--- config.mk ---
export PLATFORM = sky130hd
export DESIGN_NAME = csw_ctrl
export DESIGN_NICKNAME = d
export VERILOG_FILES = /design/src/verilog/csw_ctrl.v /design/src/verilog/csw_wait.v
export VERILOG_INCLUDE_DIRS = /design/src /design/src/shared
export SDC_FILE = /design/constraint.sdc
export NUM_CORES = 1
export LEC_CHECK = 0
export ABC_CLOCK_PERIOD_IN_PS = 2150
export BUFFER_PORTS_ARGS = -buffer_cell sky130_fd_sc_hd__clkbuf_2
export CAP_MARGIN = 10
export CORE_MARGIN = 4
export CORE_UTILIZATION = 50
export DETAILED_ROUTE_END_ITERATION = 16
export PLACE_DENSITY = 0.86
export SKIP_CTS_REPAIR_TIMING = 1
export SYNTH_ARGS = -nofsm -noshare
export SYNTH_HDL_FRONTEND = slang
export SYNTH_SLANG_ARGS = --single-unit
--- constraint.sdc ---
create_clock -name clk_i -period 2.15 [get_ports clk_i]
set_input_delay 0 -clock clk_i [delete_from_list [all_inputs] [get_ports clk_i]]
set_output_delay 0 -clock clk_i [all_outputs]
set_load 0.1 [all_outputs]
--- src/shared/csw_map.vh ---
// Overview of operation
// - Bit 7 enables an area's settings
// - Reset: only area 2 enabled
// - Bit 3 picks width, 1 = 8-bit
// - Width follows area of each access
// - 8-bit area: bytes ascending on low lane
// - 16-bit area: odd byte upper, then halfwords
// - Unused read lanes are ignored
// - Unused write lanes float, strobe idle
// - Bits 2..0 select wait policy
// - Code 000 gives two fixed waits
// - Code 001 gives one fixed wait
// - Code 010: one wait, then pin-extended
// - Code 011 gives no wait
// - Codes 101/110/111 give 3/4/8 waits
// - Reset wait field is 000
// - Default register covers unmatched addresses
// - Area 2 select bit, reset 0
// - Internal addresses assert no chip select
`ifndef CSW_MAP_VH
`define CSW_MAP_VH
`define CSW_IDX_AREA0 8'hc0
`define CSW_IDX_AREA1 8'hc1
`define CSW_IDX_AREA2 8'hc2
`define CSW_IDX_AREA3 8'hc3
`define CSW_IDX_DEF 8'hc7
`define CSW_IDX_STAT 8'hc8
`define CSW_BIT_EN 7
`define CSW_BIT_REGION 6
`define CSW_BIT_BUS 3
`define CSW_RST_AREA 8'h00
`define CSW_RST_AREA2 8'h80
`define CSW_RST_DEF 4'h0
`define CSW_WC_2 3'h0
`define CSW_WC_1 3'h1
`define CSW_WC_1N 3'h2
`define CSW_WC_0 3'h3
`define CSW_WC_RSV 3'h4
`define CSW_WC_3 3'h5
`define CSW_WC_4 3'h6
`define CSW_WC_8 3'h7
`define CSW_WN_2 4'h2
`define CSW_WN_1 4'h1
`define CSW_WN_0 4'h0
`define CSW_WN_3 4'h3
`define CSW_WN_4 4'h4
`define CSW_WN_8 4'h8
`endif

--- src/verilog/csw_ctrl.v ---
`default_nettype none
module csw_ctrl (
  input wire clk_i,
  input wire rst_i,
  input wire wb_cyc_i,
  input wire wb_stb_i,
  input wire wb_we_i,
  input wire [9:0] wb_adr_i,
  input wire [3:0] wb_sel_i,
  input wire [31:0] wb_dat_i,
  output reg [31:0] wb_dat_o,
  output reg wb_ack_o,
  input wire cpu_req_i,
  input wire cpu_we_i,
  input wire [1:0] cpu_size_i,
  input wire [23:0] cpu_addr_i,
  input wire [31:0] cpu_wdata_i,
  input wire [3:0] area_hit_i,
  input wire internal_hit_i,
  output reg cpu_ack_o,
  output reg [31:0] cpu_rdata_o,
  output reg [23:0] ext_addr_o,
  output reg [3:0] ext_cs_n_o,
  output reg ext_rd_n_o,
  output reg ext_wrl_n_o,
  output reg ext_wrh_n_o,
  input wire [15:0] ext_d_i,
  output reg [15:0] ext_d_o,
  output reg [1:0] ext_d_oe_o,
  input wire ext_wait_n_i
);
`include "csw_map.vh"

localparam ST_IDLE = 2'd0;
localparam ST_SETUP = 2'd1;
localparam ST_STRB = 2'd2;
localparam ST_GAP = 2'd3;

////////////////////////////////////////////////////////////////////////
// Registers

reg [7:0] area_ctrl0;
reg [7:0] area_ctrl1;
reg [7:0] area_ctrl2;
reg [7:0] area_ctrl3;
reg [3:0] default_area_width_wait_ctrl;
reg [1:0] state;
reg [1:0] next_state;
reg wait_s1;
reg wait_s2;
reg wait_s3;
reg wait_lvl;

wire wb_req = wb_cyc_i && wb_stb_i && !wb_ack_o;
// Write lands on the edge at which the master sees ack
wire wb_wr = wb_cyc_i && wb_stb_i && wb_ack_o && wb_we_i && wb_sel_i[0];
wire [7:0] wb_idx = wb_adr_i[9:2];

always @(posedge clk_i) begin
  if (rst_i) begin
    area_ctrl0 <= `CSW_RST_AREA;
    area_ctrl1 <= `CSW_RST_AREA;
    area_ctrl2 <= `CSW_RST_AREA2;
    area_ctrl3 <= `CSW_RST_AREA;
    default_area_width_wait_ctrl <= `CSW_RST_DEF;
  end else if (wb_wr) begin
    case (wb_idx)
      `CSW_IDX_AREA0: area_ctrl0 <= wb_dat_i[7:0];
      `CSW_IDX_AREA1: area_ctrl1 <= wb_dat_i[7:0];
      `CSW_IDX_AREA2: area_ctrl2 <= wb_dat_i[7:0];
      `CSW_IDX_AREA3: area_ctrl3 <= wb_dat_i[7:0];
      `CSW_IDX_DEF: default_area_width_wait_ctrl <= wb_dat_i[3:0];
      default: ;
    endcase
  end
end

always @(posedge clk_i) begin
  if (rst_i) begin
    wb_ack_o <= 1'b0;
    wb_dat_o <= 32'h00000000;
  end else begin
    wb_ack_o <= wb_req;
    if (wb_req) begin
      case (wb_idx)
        `CSW_IDX_AREA0: wb_dat_o <= {24'h000000, area_ctrl0};
        `CSW_IDX_AREA1: wb_dat_o <= {24'h000000, area_ctrl1};
        `CSW_IDX_AREA2: wb_dat_o <= {24'h000000, area_ctrl2};
        `CSW_IDX_AREA3: wb_dat_o <= {24'h000000, area_ctrl3};
        `CSW_IDX_DEF:
          wb_dat_o <= {28'h0000000, default_area_width_wait_ctrl};
        `CSW_IDX_STAT:
          wb_dat_o <= {30'h0, wait_lvl, state != ST_IDLE};
        default: wb_dat_o <= 32'h00000000;
      endcase
    end
  end
end

////////////////////////////////////////////////////////////////////////
// Wait pin: three stages, level taken when the last two agree

always @(posedge clk_i) begin
  if (rst_i) begin
    wait_s1 <= 1'b1;
    wait_s2 <= 1'b1;
    wait_s3 <= 1'b1;
    wait_lvl <= 1'b1;
  end else begin
    wait_s1 <= ext_wait_n_i;
    wait_s2 <= wait_s1;
    wait_s3 <= wait_s2;
    if (wait_s2 == wait_s3)
      wait_lvl <= wait_s3;
  end
end

////////////////////////////////////////////////////////////////////////
// Area selection

// Returns {hit, area}; lowest numbered enabled area wins
function [2:0] csw_pick;
  input [3:0] hit;
  input [3:0] en;
  reg [3:0] m;
  begin
    m = hit & en;
    if (m[0])
      csw_pick = 3'h4;
    else if (m[1])
      csw_pick = 3'h5;
    else if (m[2])
      csw_pick = 3'h6;
    else if (m[3])
      csw_pick = 3'h7;
    else
      csw_pick = 3'h0;
  end
endfunction

wire [3:0] area_en = {area_ctrl3[`CSW_BIT_EN], area_ctrl2[`CSW_BIT_EN],
                      area_ctrl1[`CSW_BIT_EN], area_ctrl0[`CSW_BIT_EN]};
// Region 0 of area 2 claims all of the external space
wire area2_hit = area_ctrl2[`CSW_BIT_REGION] ? area_hit_i[2] : 1'b1;
wire [3:0] hits = {area_hit_i[3], area2_hit, area_hit_i[1:0]};
wire [2:0] pick = csw_pick(hits, area_en);
reg [7:0] pick_ctrl;

always @* begin
  case (pick[1:0])
    2'h0: pick_ctrl = area_ctrl0;
    2'h1: pick_ctrl = area_ctrl1;
    2'h2: pick_ctrl = area_ctrl2;
    default: pick_ctrl = area_ctrl3;
  endcase
  if (!pick[2])
    pick_ctrl = {4'h0, default_area_width_wait_ctrl};
end

////////////////////////////////////////////////////////////////////////
// Operand sequencer

reg lat_we;
reg lat_w8;
reg [2:0] lat_code;
reg [3:0] lat_cs_n;
reg [31:0] lat_wdata;
reg [23:0] cur_addr;
reg [2:0] rem;
reg [1:0] idx;
reg [1:0] cyc_n;
reg lo_use;
reg hi_use;
reg [1:0] lo_idx;
reg [1:0] hi_idx;
reg [1:0] s_n;
reg s_lo;
reg s_hi;
reg [1:0] s_lo_idx;
reg [1:0] s_hi_idx;
wire wdone;
wire start = (state == ST_SETUP);

// Byte split of the next bus cycle from address, width and bytes left
always @* begin
  s_lo_idx = idx;
  s_hi_idx = idx;
  if (lat_w8) begin
    s_n = 2'h1;
    s_lo = 1'b1;
    s_hi = 1'b0;
  end else if (cur_addr[0]) begin
    s_n = 2'h1;
    s_lo = 1'b0;
    s_hi = 1'b1;
  end else if (rem >= 3'h2) begin
    s_n = 2'h2;
    s_lo = 1'b1;
    s_hi = 1'b1;
    s_hi_idx = idx + 2'h1;
  end else begin
    s_n = 2'h1;
    s_lo = 1'b1;
    s_hi = 1'b0;
  end
end

always @* begin
  next_state = state;
  case (state)
    ST_IDLE:
      if (cpu_req_i)
        next_state = internal_hit_i ? ST_GAP : ST_SETUP;
    ST_SETUP: next_state = ST_STRB;
    ST_STRB:
      if (wdone)
        next_state = (rem == {1'b0, cyc_n}) ? ST_GAP : ST_SETUP;
    ST_GAP: next_state = ST_IDLE;
    default: next_state = ST_IDLE;
  endcase
end

always @(posedge clk_i) begin
  if (rst_i) begin
    state <= ST_IDLE;
    lat_we <= 1'b0;
    lat_w8 <= 1'b0;
    lat_code <= 3'h0;
    lat_cs_n <= 4'hf;
    lat_wdata <= 32'h00000000;
    cur_addr <= 24'h000000;
    rem <= 3'h0;
    idx <= 2'h0;
    cyc_n <= 2'h0;
    lo_use <= 1'b0;
    hi_use <= 1'b0;
    lo_idx <= 2'h0;
    hi_idx <= 2'h0;
    cpu_ack_o <= 1'b0;
    ext_addr_o <= 24'h000000;
    ext_cs_n_o <= 4'hf;
    ext_rd_n_o <= 1'b1;
    ext_wrl_n_o <= 1'b1;
    ext_wrh_n_o <= 1'b1;
    ext_d_o <= 16'h0000;
    ext_d_oe_o <= 2'h0;
  end else begin
    state <= next_state;
    cpu_ack_o <= 1'b0;
    case (state)
      ST_IDLE:
        if (cpu_req_i) begin
          // Internal targets get no external cycle at all
          if (internal_hit_i)
            cpu_ack_o <= 1'b1;
          lat_we <= cpu_we_i;
          lat_w8 <= pick_ctrl[`CSW_BIT_BUS];
          lat_code <= pick_ctrl[2:0];
          lat_cs_n <= pick[2] ? ~(4'h1 << pick[1:0]) : 4'hf;
          lat_wdata <= cpu_wdata_i;
          cur_addr <= cpu_addr_i;
          idx <= 2'h0;
          case (cpu_size_i)
            2'h0: rem <= 3'h1;
            2'h1: rem <= 3'h2;
            default: rem <= 3'h4;
          endcase
        end
      ST_SETUP: begin
        cyc_n <= s_n;
        lo_use <= s_lo;
        hi_use <= s_hi;
        lo_idx <= s_lo_idx;
        hi_idx <= s_hi_idx;
        ext_addr_o <= cur_addr;
        ext_cs_n_o <= lat_cs_n;
        ext_rd_n_o <= lat_we;
        ext_wrl_n_o <= !(lat_we && s_lo);
        ext_wrh_n_o <= !(lat_we && s_hi);
        ext_d_oe_o <= lat_we ? {s_hi, s_lo} : 2'h0;
        ext_d_o <= {lat_wdata[s_hi_idx*8 +: 8],
                    lat_wdata[s_lo_idx*8 +: 8]};
      end
      ST_STRB:
        if (wdone) begin
          ext_cs_n_o <= 4'hf;
          ext_rd_n_o <= 1'b1;
          ext_wrl_n_o <= 1'b1;
          ext_wrh_n_o <= 1'b1;
          ext_d_oe_o <= 2'h0;
          cur_addr <= cur_addr + {22'h000000, cyc_n};
          idx <= idx + cyc_n;
          rem <= rem - {1'b0, cyc_n};
          if (rem == {1'b0, cyc_n})
            cpu_ack_o <= 1'b1;
        end
      default: ;
    endcase
  end
end

////////////////////////////////////////////////////////////////////////
// Read assembly: only lanes that carry an operand byte are taken

genvar b;
generate
  for (b = 0; b < 4; b = b + 1) begin : g_rbyte
    always @(posedge clk_i) begin
      if (rst_i)
        cpu_rdata_o[b*8 +: 8] <= 8'h00;
      else if (state == ST_IDLE && cpu_req_i)
        cpu_rdata_o[b*8 +: 8] <= 8'h00;
      else if (state == ST_STRB && wdone && !lat_we) begin
        if (lo_use && lo_idx == b)
          cpu_rdata_o[b*8 +: 8] <= ext_d_i[7:0];
        else if (hi_use && hi_idx == b)
          cpu_rdata_o[b*8 +: 8] <= ext_d_i[15:8];
      end
    end
  end
endgenerate

csw_wait u_wait (
  .clk_i(clk_i),
  .rst_i(rst_i),
  .start_i(start),
  .code_i(lat_code),
  .wait_n_i(wait_lvl),
  .done_o(wdone)
);
endmodule // csw_ctrl
`default_nettype wire

--- src/verilog/csw_wait.v ---
`default_nettype none
module csw_wait (
  input wire clk_i,
  input wire rst_i,
  input wire start_i,
  input wire [2:0] code_i,
  input wire wait_n_i,
  output wire done_o
);
`include "csw_map.vh"

reg active;
reg adapt;
reg [3:0] cnt;
reg [3:0] load;

always @* begin
  case (code_i)
    `CSW_WC_2: load = `CSW_WN_2;
    `CSW_WC_1: load = `CSW_WN_1;
    `CSW_WC_1N: load = `CSW_WN_1;
    `CSW_WC_0: load = `CSW_WN_0;
    `CSW_WC_3: load = `CSW_WN_3;
    `CSW_WC_4: load = `CSW_WN_4;
    `CSW_WC_8: load = `CSW_WN_8;
    // Reserved code falls back to the reset policy
    default: load = `CSW_WN_2;
  endcase
end

// Pin only matters once the fixed wait has run out
assign done_o = active && (cnt == 4'h0) && !(adapt && !wait_n_i);

always @(posedge clk_i) begin
  if (rst_i) begin
    active <= 1'b0;
    adapt <= 1'b0;
    cnt <= 4'h0;
  end else if (start_i) begin
    active <= 1'b1;
    adapt <= (code_i == `CSW_WC_1N);
    cnt <= load;
  end else if (done_o) begin
    active <= 1'b0;
  end else if (active && cnt != 4'h0) begin
    cnt <= cnt - 4'h1;
  end
end
endmodule // csw_wait
`default_nettype wire
==> Yosys cells after proc, flatten, opt, wreduce, memory -nomap -nowiden <==
Cells that the tools add are included.
{ "classes": {"n_addsub": 5, "multipliers": 0, "div": 0, "order_cmp": 1, "n_eq_ne": 29, "n_shift": 3, "n_mux": 63, "n_bitwise": 2, "reduce_logical": 60} }
{ "op_table": {"columns": ["op", "count"], "rows": [
  ["two-way mux 8 bit", 8],
  ["indexed part select 32 x 6 -> 8 bit", 2],
  ["== test 8 bit, second input constant", 6],
  ["two-way mux 24 bit", 2],
  ["case mux 24 bit (2 select lines)", 1],
  ["case mux 8 bit (6 select lines)", 1],
  ["two-way mux 2 bit", 14],
  ["AND reduction 2 bit", 13],
  ["adder 24 x 2 -> 24 bit", 1],
  ["two-way mux 4 bit", 6],
  ["logical AND 1 bit", 22],
  ["case mux 4 bit (5 select lines)", 1],
  ["two-way mux 3 bit", 6],
  ["nonzero test 2 bit", 9],
  ["== test 2 bit, second input constant", 7],
  ["two-way mux 1 bit", 13],
  ["case mux 3 bit (2 select lines)", 2],
  ["case mux 4 bit (3 select lines)", 1],
  ["== test 2 x 1 -> 1 bit, second input constant", 5],
  ["logical NOT 2 bit", 5],
  ["== test 3 bit, second input constant", 3],
  ["case mux 1 bit (2 select lines)", 4],
  ["case mux 2 bit (2 select lines)", 2],
  ["case mux 2 bit (4 select lines)", 1],
  ["other kinds (20)", 28]
]} }
{ "word_totals": {"ff_bits": 241, "latchBits": 0, "ramBits": 0, "mem_bits_ro": 0, "elab_cells": 203, "n_memories": 0} }

==> Logic depth before layout (Yosys ltp) <==
Gate-level depths: netlist of the first run.
{ "depth": {"depth_word": 9, "mapped_depth": 9, "mapped_depth_nobuf": 8} }

==> Cells and area by module <==
From an unflattened synthesis of the first run, not the netlist that was laid out.
{ "unflattened": {"hier_cells": 1174, "hier_area_um2": 10008.3} }
{ "modules_own_cells": {"columns": ["mod", "n_inst", "cells_per_inst", "area_each_um2"], "rows": [
  ["csw_ctrl", 1, 1133, 9638.0],
  ["csw_wait", 1, 41, 370.4]
]} }

==> Least setup slack after synthesis of the first run <==
No wires, ideal clock.
{ "synth_path": {"kind": "register -> register", "startpoint": "reg wb_ack_o", "endpoint": "reg area_ctrl0[0]", "setup_ps": 128, "arrival_ps": 2189, "required_time_ps": 2022, "slack_ps": -166, "path_stages_with_launch": 7, "path_buffers": 1, "period_less_slack_ps": 2316, "path_cell_list": "dfxtp_1 > and4_1 > nand4_1 > buf_2 > nor3_4 > mux2i_1 > nor2_1"} }
{ "synth_between": {"elab_chain_cells": 4} }
{ "synth_lines": {"columns": ["item", "line", "source"], "rows": [
  ["from (decl)", "csw_ctrl.v:12", "output reg wb_ack_o,"],
  ["from (signal assigned)", "csw_ctrl.v:83", "wb_ack_o <= wb_req;"],
  ["logical AND 1 bit (3 in a row)", "csw_ctrl.v:56", "wire wb_wr = wb_cyc_i && wb_stb_i && wb_ack_o && wb_we_i && wb_sel_i[0];"],
  ["AND reduction 2 bit (no line)", null, null],
  ["to (signal assigned)", "csw_ctrl.v:61", "area_ctrl0 <= `CSW_RST_AREA;"],
  ["to (signal assigned)", "csw_ctrl.v:68", "`CSW_IDX_AREA0: area_ctrl0 <= wb_dat_i[7:0];"],
  ["to (decl)", "csw_ctrl.v:42", "reg [7:0] area_ctrl0;"]
]} }
No other way between the ends.
A chain may end at the register's enable or synchronous reset.

==> Worst setup path in the final report of the first run <==
{ "layout_path": {"startpoint": "reg state[1]", "endpoint": "reg cpu_rdata_o[8]"} }
{ "layout_between": {"elab_chain_cells": 4, "elab_cells_between_ends": 7} }
{ "layout_lines": {"columns": ["item", "line", "source"], "rows": [
  ["from (decl)", "csw_ctrl.v:47", "reg [1:0] state;"],
  ["from (signal assigned)", "csw_ctrl.v:248", "state <= next_state;"],
  ["== test 2 bit", "csw_ctrl.v:313", "else if (state == ST_STRB && wdone && !lat_we) begin"],
  ["logical AND 1 bit (2 in a row)", "csw_ctrl.v:313", null],
  ["AND reduction 2 bit (no line)", null, null],
  ["to (signal, indexed assignment)", "csw_ctrl.v:315", "cpu_rdata_o[b*8 +: 8] <= ext_d_i[7:0];"],
  ["to (signal, indexed assignment)", "csw_ctrl.v:317", "cpu_rdata_o[b*8 +: 8] <= ext_d_i[15:8];"],
  ["to (decl)", "csw_ctrl.v:21", "output reg [31:0] cpu_rdata_o,"]
]} }
Several ways; a longest one is shown, not always the timed one.

==> flow_summary.json, run 1 <==
{
  "min_period_over_period_pct": 97.2,
  "cts_tree": "built",
  "synthAdderAreaFrac_pct": 1.22,
  "htreeDepth": 1,
  "rows": 52,
  "crit_path_cell_trace": "buf_4, nor2b_4, nand3_4, a211oi_4, buf_4, nor2_1, a211oi_1",
  "seq_area_frac_synth_pct": 41.6,
  "clkTransAtPathRegs_ns": 0.06,
  "synth_edf_count": 0,
  "synth_top_family_by_area": "simple AND/OR/NAND/NOR gates",
  "syn-cell-area_um2": 10400,
  "critPathMostFrequentCell": "buf_4",
  "yosys.area_share.simple_pct": 22.2,
  "end_kind": "flip-flop",
  "status": "complete, but fails checks",
  "antenna_left": 0,
  "port_buffers": 194,
  "drtPass1Iterations": 8,
  "antenna_found_initial": 0,
  "hold_violations": 4,
  "holdPathStages": 4,
  "ys_ff_latch": 217,
  "dp_hpwl_um": 20200,
  "path_max_fanout": 16,
  "routabilityCongestion": 0.888,
  "grt_pass1_vias": 9399,
  "ios": 248,
  "syn_inst": 1222,
  "seq_area_um2": 4350,
  "dieArea_um2": 23200,
  "drtIter0Drc": 733,
  "post-route-util_pct": 66.6,
  "failed_checks": "hold timing",
  "rr_worst_depth": 7,
  "grt_usage_pct": 23.5,
  "grt_max_degree": 131,
  "finClkSkew_ns": 0.0173,
  "grt_pass1_wl_um": 47100,
  "post-place-ws_ns": -0.00759,
  "routed_wirelength_um": 30300,
  "drv_slew": 0,
  "synth-compound-area-share_pct": 17.6,
  "synth-xor-area-share_pct": 0.336,
  "cpMaxStageDelayCell": "dfxtp_1",
  "num-fill-cells": 1603,
  "crit_arrival_ns": 2.49,
  "synth.area.mux_share_pct": 10.8,
  "relSlewSlack_pct": 54.5,
  "worstSetupPathType": "reg2reg",
  "layout.nets": 1646,
  "worst_pin_slew_ns": 0.679,
  "viasPerCell": 5.67,
  "setup_viol_count_final": 0,
  "cts_made_buffers": 24,
  "vdd_drop_max_uv": 467,
  "initial_core_util_pct": 51.2,
  "syn_area_per_cell_um2": 8.54,
  "cpPeakStageDelay_ns": 0.47,
  "whs_ns": -0.0300,
  "cts.path.max_buffers": 3,
  "p_leak_nw": 5.46,
  "core_um2": 20400,
  "critical_path_required_ns": 2.55,
  "finalWorstSetupSlack_ns": 0.0609,
  "synthFlopType": "dfxtp_1",
  "fin_crit_ns": 2.09,
  "clk_latency_ns": 0.51,
  "cts_root_buf": "clkbuf_16",
  "synth_async_sr_flop_share_pct": 0,
  "synth_warnings": 0,
  "area_delta_synth_final_pct": 29.9,
  "num_vias": 10200,
  "power_density_nw_per_um2": 763,
  "max_freq_ghz": 0.479,
  "holdCritPathClass": "in2reg",
  "antenna_cells": 0,
  "numClockSinks": 217,
  "synth_cell_types": 82,
  "chipWidth_um": 152,
  "drcViolationCount": 0,
  "drive_gt1_share_pct": 22.6,
  "multi_input_area_um2": 5590,
  "critPathLaunchType": "flip-flop",
  "die_h_um": 152,
  "grt_overflow": 0,
  "drv_cap": 0,
  "detail_route.wl_per_cell_um": 16.9
}
==> worst paths after layout <==
kind	start	to	slack, ns
min	wb_adr_i[4]	wb_dat_o[5]$_SDFFE_PP0P_	-0.03
max reg2reg	state[1]$_SDFFE_PP0P_	cpu_rdata_o[8]$_SDFFE_PP0P_	0.06
min reg2reg	wait_s1$_SDFF_PP1_	wait_s2$_SDFF_PP1_	0.44
max	state[1]$_SDFFE_PP0P_	cpu_rdata_o[8]$_SDFFE_PP0P_	0.06
==> report_power, final <==
| part | total [mW] | internal (mW) | switching (mW) | leakage (nW) |
|---|---|---|---|---|
| logic | 1.77 | 0.591 | 1.18 | 3.29 |
| clock network | 4.24 | 2.62 | 1.62 | 0.406 |
| registers | 4.34 | 4.18 | 0.160 | 1.76 |
| total | 10.4 | 7.39 | 2.96 | 5.46 |
==> placed cells by master, fill, tap and decap left out, types with 34 or more instances in the layout <==
cell | synthesis | final
a211oi_1 | 36 | 36
a21oi_1 | 108 | 108
buf_4 | 25 | 45
clkbuf_2 | 3 | 193
dfxtp_1 | 217 | 216
dlygate4sd3_1 | 0 | 98
mux2i_1 | 71 | 71
nand2_1 | 221 | 221
nand3_1 | 35 | 34
nor2_1 | 141 | 141
==> Yosys cell counts (7+ instances only) <==
| master | number | area, µm² |
|---|---|---|
| nor2b_1 | 8 | 50.1 |
| a21oi_1 | 108 | 541 |
| inv_1 | 16 | 60.1 |
| mux4_2 | 17 | 383 |
| nor3_1 | 22 | 110 |
| o21ai_0 | 29 | 145 |
| clkbuf_1 | 40 | 150 |
| ha_1 | 7 | 87.6 |
| buf_2 | 26 | 130 |
| a211oi_1 | 36 | 270 |
| nor2_1 | 141 | 529 |
| nand4_1 | 7 | 43.8 |
| nand2b_1 | 12 | 75.1 |
| buf_4 | 25 | 188 |
| dfxtp_1 | 217 | 4340 |
| nor4_1 | 7 | 43.8 |
| mux2i_1 | 71 | 711 |
| nand2_1 | 221 | 830 |
| a311oi_1 | 8 | 70.1 |
| buf_1 | 10 | 37.5 |
| nand3_1 | 35 | 175 |
==> per-stage QoR <==
step | power [mW] | instances | cell area, µm² | TNS (ns)
final | 10.4 | 1792 | 13600 | 0
after global routing | 10.7 | 1792 | 13600 | -0.0749
after CTS | 10.2 | 1689 | 12500 | -0.131
after detailed placement | 5.99 | 1645 | 11700 | -0.00759
after global placement | 5.95 | 1645 | 11700 | 0
after floorplan | 5.61 | 1245 | 10500 | 0
==> sequential cells by signal (all words and copies together) (netlist names), 3 cells and up <==
| name | cells |
|---|---|
| area_ctrl1 | 8 |
| ext_cs_n_o | 4 |
| default_area_width_wait_ctrl | 4 |
| ext_addr_o | 24 |
| area_ctrl0 | 8 |
| u_wait.cnt | 4 |
| area_ctrl3 | 8 |
| ext_d_o | 16 |
| rem | 3 |
| wb_dat_o | 8 |
| cur_addr | 24 |
| lat_code | 3 |
| area_ctrl2 | 8 |
| lat_cs_n | 4 |
| lat_wdata | 32 |
| cpu_rdata_o | 32 |
==> layer usage <==
| layer | vias up | part of all wire, % | track usage (%) |
|---|---|---|---|
| met5 | - | 0 | 0 |
| met4 | 0 | 2.2 | 7.04 |
| met3 | 65 | 8.6 | 4.74 |
| met2 | 469 | 48 | 39.2 |
| met1 | 4769 | 41 | 30.9 |
| li1 | 4861 | - | - |
==> area by class of cell <==
class	count	area share, %
repair buffers	343	17.8
multi-input cells	902	41.2
clock inverters	9	0.904
well taps	270	2.49
flip-flops and latches	217	32.0
inverters	16	0.443
clock buffers	35	5.18
==> critical path, delay by kind of cell, from the launching register on <==
kind,cells,cell delay [ns]
AND/OR/NAND/NOR,3,0.56
buffers and inverters,2,0.43
flip-flops,1,0.47
AO/OA/AOI/OAI,2,0.49
==> cells by family after synthesis <==
group                      Yosys count
DFF                                217
adders and majority gates            9
other                                1
AOI/OAI and AO/OA                  270
and+or+nand+nor                    504
buffers and inverters              126
xor gates and xnor gates             4
muxes                               91
Note: power is estimated with default switching activity, not from simulation.
==> run 2: changes to the inputs <==
--- a/config.mk
+++ b/config.mk
@@ -12,6 +12,7 @@
 export CORE_MARGIN = 4
 export CORE_UTILIZATION = 50
 export DETAILED_ROUTE_END_ITERATION = 16
+export HOLD_SLACK_MARGIN = 0.02
 export PLACE_DENSITY = 0.86
 export SKIP_CTS_REPAIR_TIMING = 1
 export SYNTH_ARGS = -nofsm -noshare
==> run 2 against run 1 <==
Effect of this change:
- the flow still finishes with violations (hold timing)
- combinational power about the same
- clock-buffer cell count unchanged
- global-route usage did not move
- wire length barely moved
- sequential share of layout area about the same
- critical endpoint unchanged
- flip-flop and latch count stayed put
- non-clock buffer count increased by 1
- critical path type unchanged
- via count is 0.25% lower
==> flow_summary.json, run 2 (same netlist as run 1, synthesis figures left out) <==
{
  "cts_made_buffers": 24,
  "num_vias": 10100,
  "final_cell_mix": "221 x nand2_1, 216 x dfxtp_1, 193 x clkbuf_2",
  "cts_tree": "built",
  "status": "complete, but fails checks",
  "detail_route.wl_per_cell_um": 16.9,
  "num-fill-cells": 1597,
  "dp_hpwl_um": 20200,
  "power.total_mw": 10.3,
  "relSlewSlack_pct": 54.3,
  "power_frac_seq_pct": 41.9,
  "vdd_drop_max_uv": 467,
  "core_um2": 20400,
  "end_kind": "flip-flop",
  "drtPass1Iterations": 9,
  "routabilityCongestion": 0.888,
  "drv_cap": 0,
  "holdPathStages": 5,
  "grt_pass1_vias": 9399,
  "initial_core_util_pct": 51.2,
  "path_max_fanout": 16,
  "final_common_cell": "nand2_1",
  "internal_power_mw": 7.40,
  "whs_ns": -0.00232,
  "min_period_over_period_pct": 98.2,
  "cts_root_buf": "clkbuf_16",
  "numClockSinks": 217,
  "max_freq_ghz": 0.474,
  "rr_worst_depth": 7,
  "grt_pass1_wl_um": 47100,
  "power_density_nw_per_um2": 763,
  "layout.nets": 1647,
  "rows": 52,
  "critical_path_required_ns": 2.55,
  "largestRegisters": "cpu_rdata_o: 32 flops, lat_wdata: 32 flops",
  "crit_start": "state[1]$_SDFFE_PP0P_",
  "fin_crit_ns": 2.11,
  "antenna_cells": 0,
  "holdCritPathClass": "in2reg",
  "area_delta_synth_final_pct": 30.0,
  "worstSetupPathType": "reg2reg",
  "worstHoldStart": "wb_cyc_i",
  "antenna_found_initial": 0,
  "drcViolationCount": 0,
  "combPwrFrac_pct": 17.1,
  "critPathLaunchType": "flip-flop",
  "ios": 248,
  "die_h_um": 152,
  "cts.path.max_buffers": 3,
  "p_sw_share_pct": 28.5,
  "finalSetupTns_ns": 0,
  "drtIter0Drc": 739,
  "grt_overflow": 0,
  "port_buffers": 194,
  "finClkSkew_ns": 0.0164,
  "failed_checks": "hold timing",
  "pwr-share-clk_pct": 40.9,
  "worst_pin_slew_ns": 0.684,
  "grt_max_degree": 131,
  "drv_slew": 0,
  "place_area_um2": 11700,
  "hold_violations": 2,
  "clkTransAtPathRegs_ns": 0.06,
  "finalInstanceArea_um2": 13600,
  "antenna_left": 0,
  "crit_arrival_ns": 2.51,
  "viasPerCell": 5.65,
  "routed_wirelength_um": 30300,
  "clk_latency_ns": 0.51,
  "chipWidth_um": 152,
  "p_sw_mw": 2.95,
  "drive_gt1_share_pct": 22.6,
  "p_leak_nw": 5.47,
  "grt_usage_pct": 23.5,
  "timing.rr.start": "state[1]$_SDFFE_PP0P_",
  "dieArea_um2": 23200,
  "setup_viol_count_final": 0,
  "htreeDepth": 1
}
[run 2: per-stage QoR]
stage               util (%)  instances  setup WS, ns
floorplan                  -       1245         0.176
global placement        57.3       1645        0.0769
detailed placement      57.3       1645      -0.00759
CTS                     61.3       1689       -0.0783
global route            66.6       1793       -0.0661
finish                  66.6       1793        0.0382
[run 2: critical path, cell delays in order (launching register included)]
cell and delay (ns):
dfxtp_1 0.48, buf_4 0.19, nor2b_4 0.25, nand3_4 0.23, a211oi_4 0.21, buf_4 0.25
nor2_1 0.09, a211oi_1 0.29
[run 2: final timing paths]
| check | endpoint | slack (ns) |
|---|---|---|
| min reg2reg | wait_s2$_SDFF_PP1_ | 0.44 |
| max reg2reg | cpu_rdata_o[8]$_SDFFE_PP0P_ | 0.04 |
| max | cpu_rdata_o[8]$_SDFFE_PP0P_ | 0.04 |
| min | wb_dat_o[5]$_SDFFE_PP0P_ | -0.002 |
[run 2: final cells by class]
type / instances / area (µm²) / share of cell area (%)
clock buffers: 35 / 703 / 5.18
inverters: 16 / 60.1 / 0.443
well taps: 270 / 338 / 2.49
clock inverters: 9 / 123 / 0.903
repair buffers: 344 / 2420 / 17.8
flip-flops and latches: 217 / 4350 / 32.0
multi-input cells: 902 / 5590 / 41.2
[run 2: per-layer routing]
layer | track usage [%] | vias up | wire length, µm
met5 | 0 | - | 0
met4 | 7.04 | 0 | 711
met3 | 4.74 | 74 | 2450
met2 | 39.2 | 450 | 14600
met1 | 30.9 | 4746 | 12500
li1 | - | 4869 | -
[run 2: power groups by stage]
stage / combinational [mW] / sequential [mW] / clock (mW)
final: 1.77 / 4.34 / 4.24
after global routing: 1.91 / 4.36 / 4.46
after CTS: 1.58 / 4.33 / 4.30
after detailed placement: 1.57 / 4.42 / 0
after global placement: 1.55 / 4.41 / 0
after floorplan: 0.973 / 4.64 / 0
==> run 3: changes to the inputs <==
--- a/config.mk
+++ b/config.mk
@@ -6,7 +6,8 @@
 export SDC_FILE = /design/constraint.sdc
 export NUM_CORES = 1
 export LEC_CHECK = 0
-export ABC_CLOCK_PERIOD_IN_PS = 2150
+export ABC_AREA = 1
+export ABC_CLOCK_PERIOD_IN_PS = 2400
 export BUFFER_PORTS_ARGS = -buffer_cell sky130_fd_sc_hd__clkbuf_2
 export CAP_MARGIN = 10
 export CORE_MARGIN = 4
==> constraint.sdc (replaced) <==
create_clock -name clk_i -period 2.4 [get_ports clk_i]
set_input_delay 0 -clock clk_i [delete_from_list [all_inputs] [get_ports clk_i]]
set_output_delay 0 -clock clk_i [all_outputs]
set_load 0.1 [all_outputs]
==> run 3 against run 2 <==
Effect of this change:
- the run still ends with hold timing left
- worst hold slack lost 0.0080 ns
- global-route usage grew 0.14 points
- design area shrank 1.1%
- sequential power shrank 5.5%
- clock power shrank 9.7%
- flip-flop and latch count is the same
- via count grew 9.0%
- critical path type unchanged
==> flow_summary.json, run 3 <==
{
  "power_frac_seq_pct": 38.7,
  "r2r-end": "cur_addr[20]$_SDFFE_PP0P_",
  "drv_cap": 0,
  "routabilityCongestion": 0.923,
  "setup_viol_count_final": 0,
  "status": "complete, but fails checks",
  "htreeDepth": 1,
  "p_sw_share_pct": 34.9,
  "dr.max_layer_used": "met4",
  "clk_latency_ns": 0.51,
  "cts_tree": "built",
  "antenna_cells": 0,
  "dieArea_um2": 23500,
  "drtIter0Drc": 870,
  "grt_pass1_vias": 9996,
  "chipWidth_um": 153,
  "holdPathStages": 5,
  "initial_core_util_pct": 51.4,
  "numClockSinks": 217,
  "grt_usage_pct": 23.6,
  "finClkSkew_ns": 0.0135,
  "synth_async_sr_flop_share_pct": 0,
  "clkTransAtPathRegs_ns": 0.06,
  "post-route-util_pct": 65.5,
  "whs_ns": -0.0103,
  "layout.nets": 1924,
  "worstSetupPathType": "reg2reg",
  "power_density_nw_per_um2": 789,
  "synth_warnings": 0,
  "dp_hpwl_um": 20800,
  "grt_setup_unrepaired": "no",
  "rr_worst_depth": 11,
  "viasPerCell": 5.34,
  "drive_gt1_share_pct": 18.4,
  "ys_ff_latch": 217,
  "largestRegisters": "cpu_rdata_o: 32 flops, lat_wdata: 32 flops",
  "relSlewSlack_pct": 43.4,
  "cts.path.max_buffers": 3,
  "num_vias": 11100,
  "path_max_fanout": 5,
  "area_delta_synth_final_pct": 27.3,
  "end_kind": "flip-flop",
  "rows": 52,
  "finalSetupTns_ns": 0,
  "grt_pass1_wl_um": 47500,
  "num-fill-cells": 1729,
  "holdCritPathClass": "in2reg",
  "max_freq_ghz": 0.475,
  "fin_crit_ns": 2.10,
  "final_cell_mix": "364 x nand2_1, 217 x dfxtp_1, 194 x clkbuf_2",
  "port_buffers": 194,
  "failed_checks": "hold timing",
  "dr_wl_met3_um": 2330,
  "syn-cell-area_um2": 10500,
  "synth_most_common_cell": "nand2_1",
  "drv_slew": 0,
  "drtPass1Iterations": 5,
  "hold_violations": 1,
  "worstHoldStart": "wb_adr_i[3]",
  "drcViolationCount": 0,
  "final_common_cell": "nand2_1",
  "drt-met1-wl_um": 12800,
  "syn_inst": 1516,
  "vdd_drop_max_uv": 673,
  "grt_max_degree": 95,
  "pwr-share-clk_pct": 36.2,
  "yosysTopAreaCell": "dfxtp_1",
  "antenna_found_initial": 0,
  "routed_wirelength_um": 31000,
  "core_um2": 20500,
  "synthTopCellsByArea": "dfxtp_1 41%, nand2_1 13%, o21ai_0 7.1%, a21oi_1 6.0%, inv_1 5.3%",
  "syn_area_per_cell_um2": 6.95,
  "internal_power_mw": 6.90,
  "worst_pin_slew_ns": 0.849,
  "antenna_left": 0,
  "p_leak_nw": 5.90,
  "synth_top_area_share_pct": 41.2,
  "critical_path_required_ns": 2.80,
  "die_h_um": 153,
  "critPathLaunchType": "flip-flop",
  "ios": 248,
  "cts_root_buf": "clkbuf_16",
  "timing.rr.start": "cur_addr[0]$_SDFFE_PP0P_",
  "synthFlopType": "dfxtp_1",
  "min_period_over_period_pct": 87.7,
  "synth_cell_types": 40,
  "seq_area_frac_synth_pct": 41.2,
  "synthTopCellsByCount": "364 x nand2_1, 217 x dfxtp_1, 150 x inv_1, 150 x o21ai_0, 126 x a21oi_1",
  "grt_overflow": 0,
  "rrSetupSlack_ns": 0.30,
  "combPwrFrac_pct": 25.1,
  "cts_made_buffers": 24,
  "wl_met2_um": 14900,
  "hold_end": "wb_dat_o[1]$_SDFFE_PP0P_",
  "p_sw_mw": 3.69,
  "synth_edf_count": 0,
  "crit_arrival_ns": 2.51,
  "detail_route.wl_per_cell_um": 15.0
}
run 3: cell count changes in the layout (fill, tap and decap cells not counted), moves of 36 or more:
cell | before | now
nand3_1 | 34 | 88
a211oi_1 | 36 | 0
inv_1 | 16 | 149
nand2_1 | 221 | 364
o21ai_0 | 28 | 150
mux2i_1 | 71 | 0
run 3: worst max path at each step:
stage	cells past startpoint	slack (ns)	from	to
6_report	11	0.30	cur_addr[0]$_SDFFE_PP0P_	cur_addr[20]$_SDFFE_PP0P_
5_1_grt	6	0.10	state[1]$_SDFFE_PP0P_	state[1]$_SDFFE_PP0P_
4_1_cts	11	0.33	cyc_n[0]$_SDFFE_PP0P_	cur_addr[20]$_SDFFE_PP0P_
3_5_place_dp	11	0.33	cyc_n[0]$_SDFFE_PP0P_	cur_addr[20]$_SDFFE_PP0P_
3_3_place_gp	11	0.36	cur_addr[0]$_SDFFE_PP0P_	cur_addr[20]$_SDFFE_PP0P_
2_1_floorplan	7	0.38	wb_ack_o$_SDFF_PP0_	area_ctrl2[0]$_SDFFE_PP0P_
run 3: layer usage:
layer | vias to the layer above | GRT usage (%)
met4 | 0 | 6.24
li1 | 5442 | -
met2 | 524 | 40.8
met5 | - | 0
met3 | 86 | 3.42
met1 | 5004 | 31.0
run 3: final cells by class:
cell class | count | area [µm²] | area share (%)
clock buffer | 36 | 697 | 5.19
clock inverter | 8 | 134 | 0.997
inverter | 168 | 651 | 4.85
multi-input combinational | 1062 | 5160 | 38.4
sequential | 217 | 4340 | 32.4
tap | 270 | 338 | 2.52
timing repair buffer | 309 | 2100 | 15.6
run 3: worst max-delay path, cell delays in order, from the launching register on:
cell     delay (ns)
dfxtp_1        0.38
ha_1           0.19
inv_1          0.05
fa_1           0.44
inv_1          0.17
nand2_1        0.16
nor2_4         0.17
nand3_1        0.11
nand2_1        0.08
nand2_1        0.05
o21ai_1        0.12
nand2_1        0.05
run 3: through the flow:
| step | hold slack (ns) | instance area [µm²] | worst slack [ns] | total power, mW | instances |
|---|---|---|---|---|---|
| floorplan | 0.103 | 10600 | 0.385 | 6.13 | 1539 |
| global placement | 0.194 | 11600 | 0.364 | 6.59 | 1930 |
| detailed placement | 0.192 | 11600 | 0.327 | 6.65 | 1930 |
| CTS | -0.335 | 12500 | 0.331 | 10.5 | 1974 |
| global route | 0.0220 | 13400 | 0.104 | 11.0 | 2070 |
| finish | -0.0103 | 13400 | 0.296 | 10.6 | 2070 |
run 3: power by group through the flow:
stage          clock network [mW]  logic [mW]  registers [mW]
2_1_floorplan                   0        1.31            4.82
3_3_place_gp                    0        2.44            4.15
3_5_place_dp                    0        2.48            4.16
4_1_cts                      3.89        2.50            4.09
5_1_grt                      4.04        2.87            4.13
6_report                     3.83        2.66            4.10
run 3: cells by family after synthesis:
family | share of synthesized area [%]
AND/OR/NAND/NOR | 26.2
AO/OA/AOI/OAI | 20.4
XOR/XNOR | 0.249
flip-flops | 41.2
other | 0.0356
buffers and inverters | 10.8
adder cells (fa/ha/maj) | 1.21
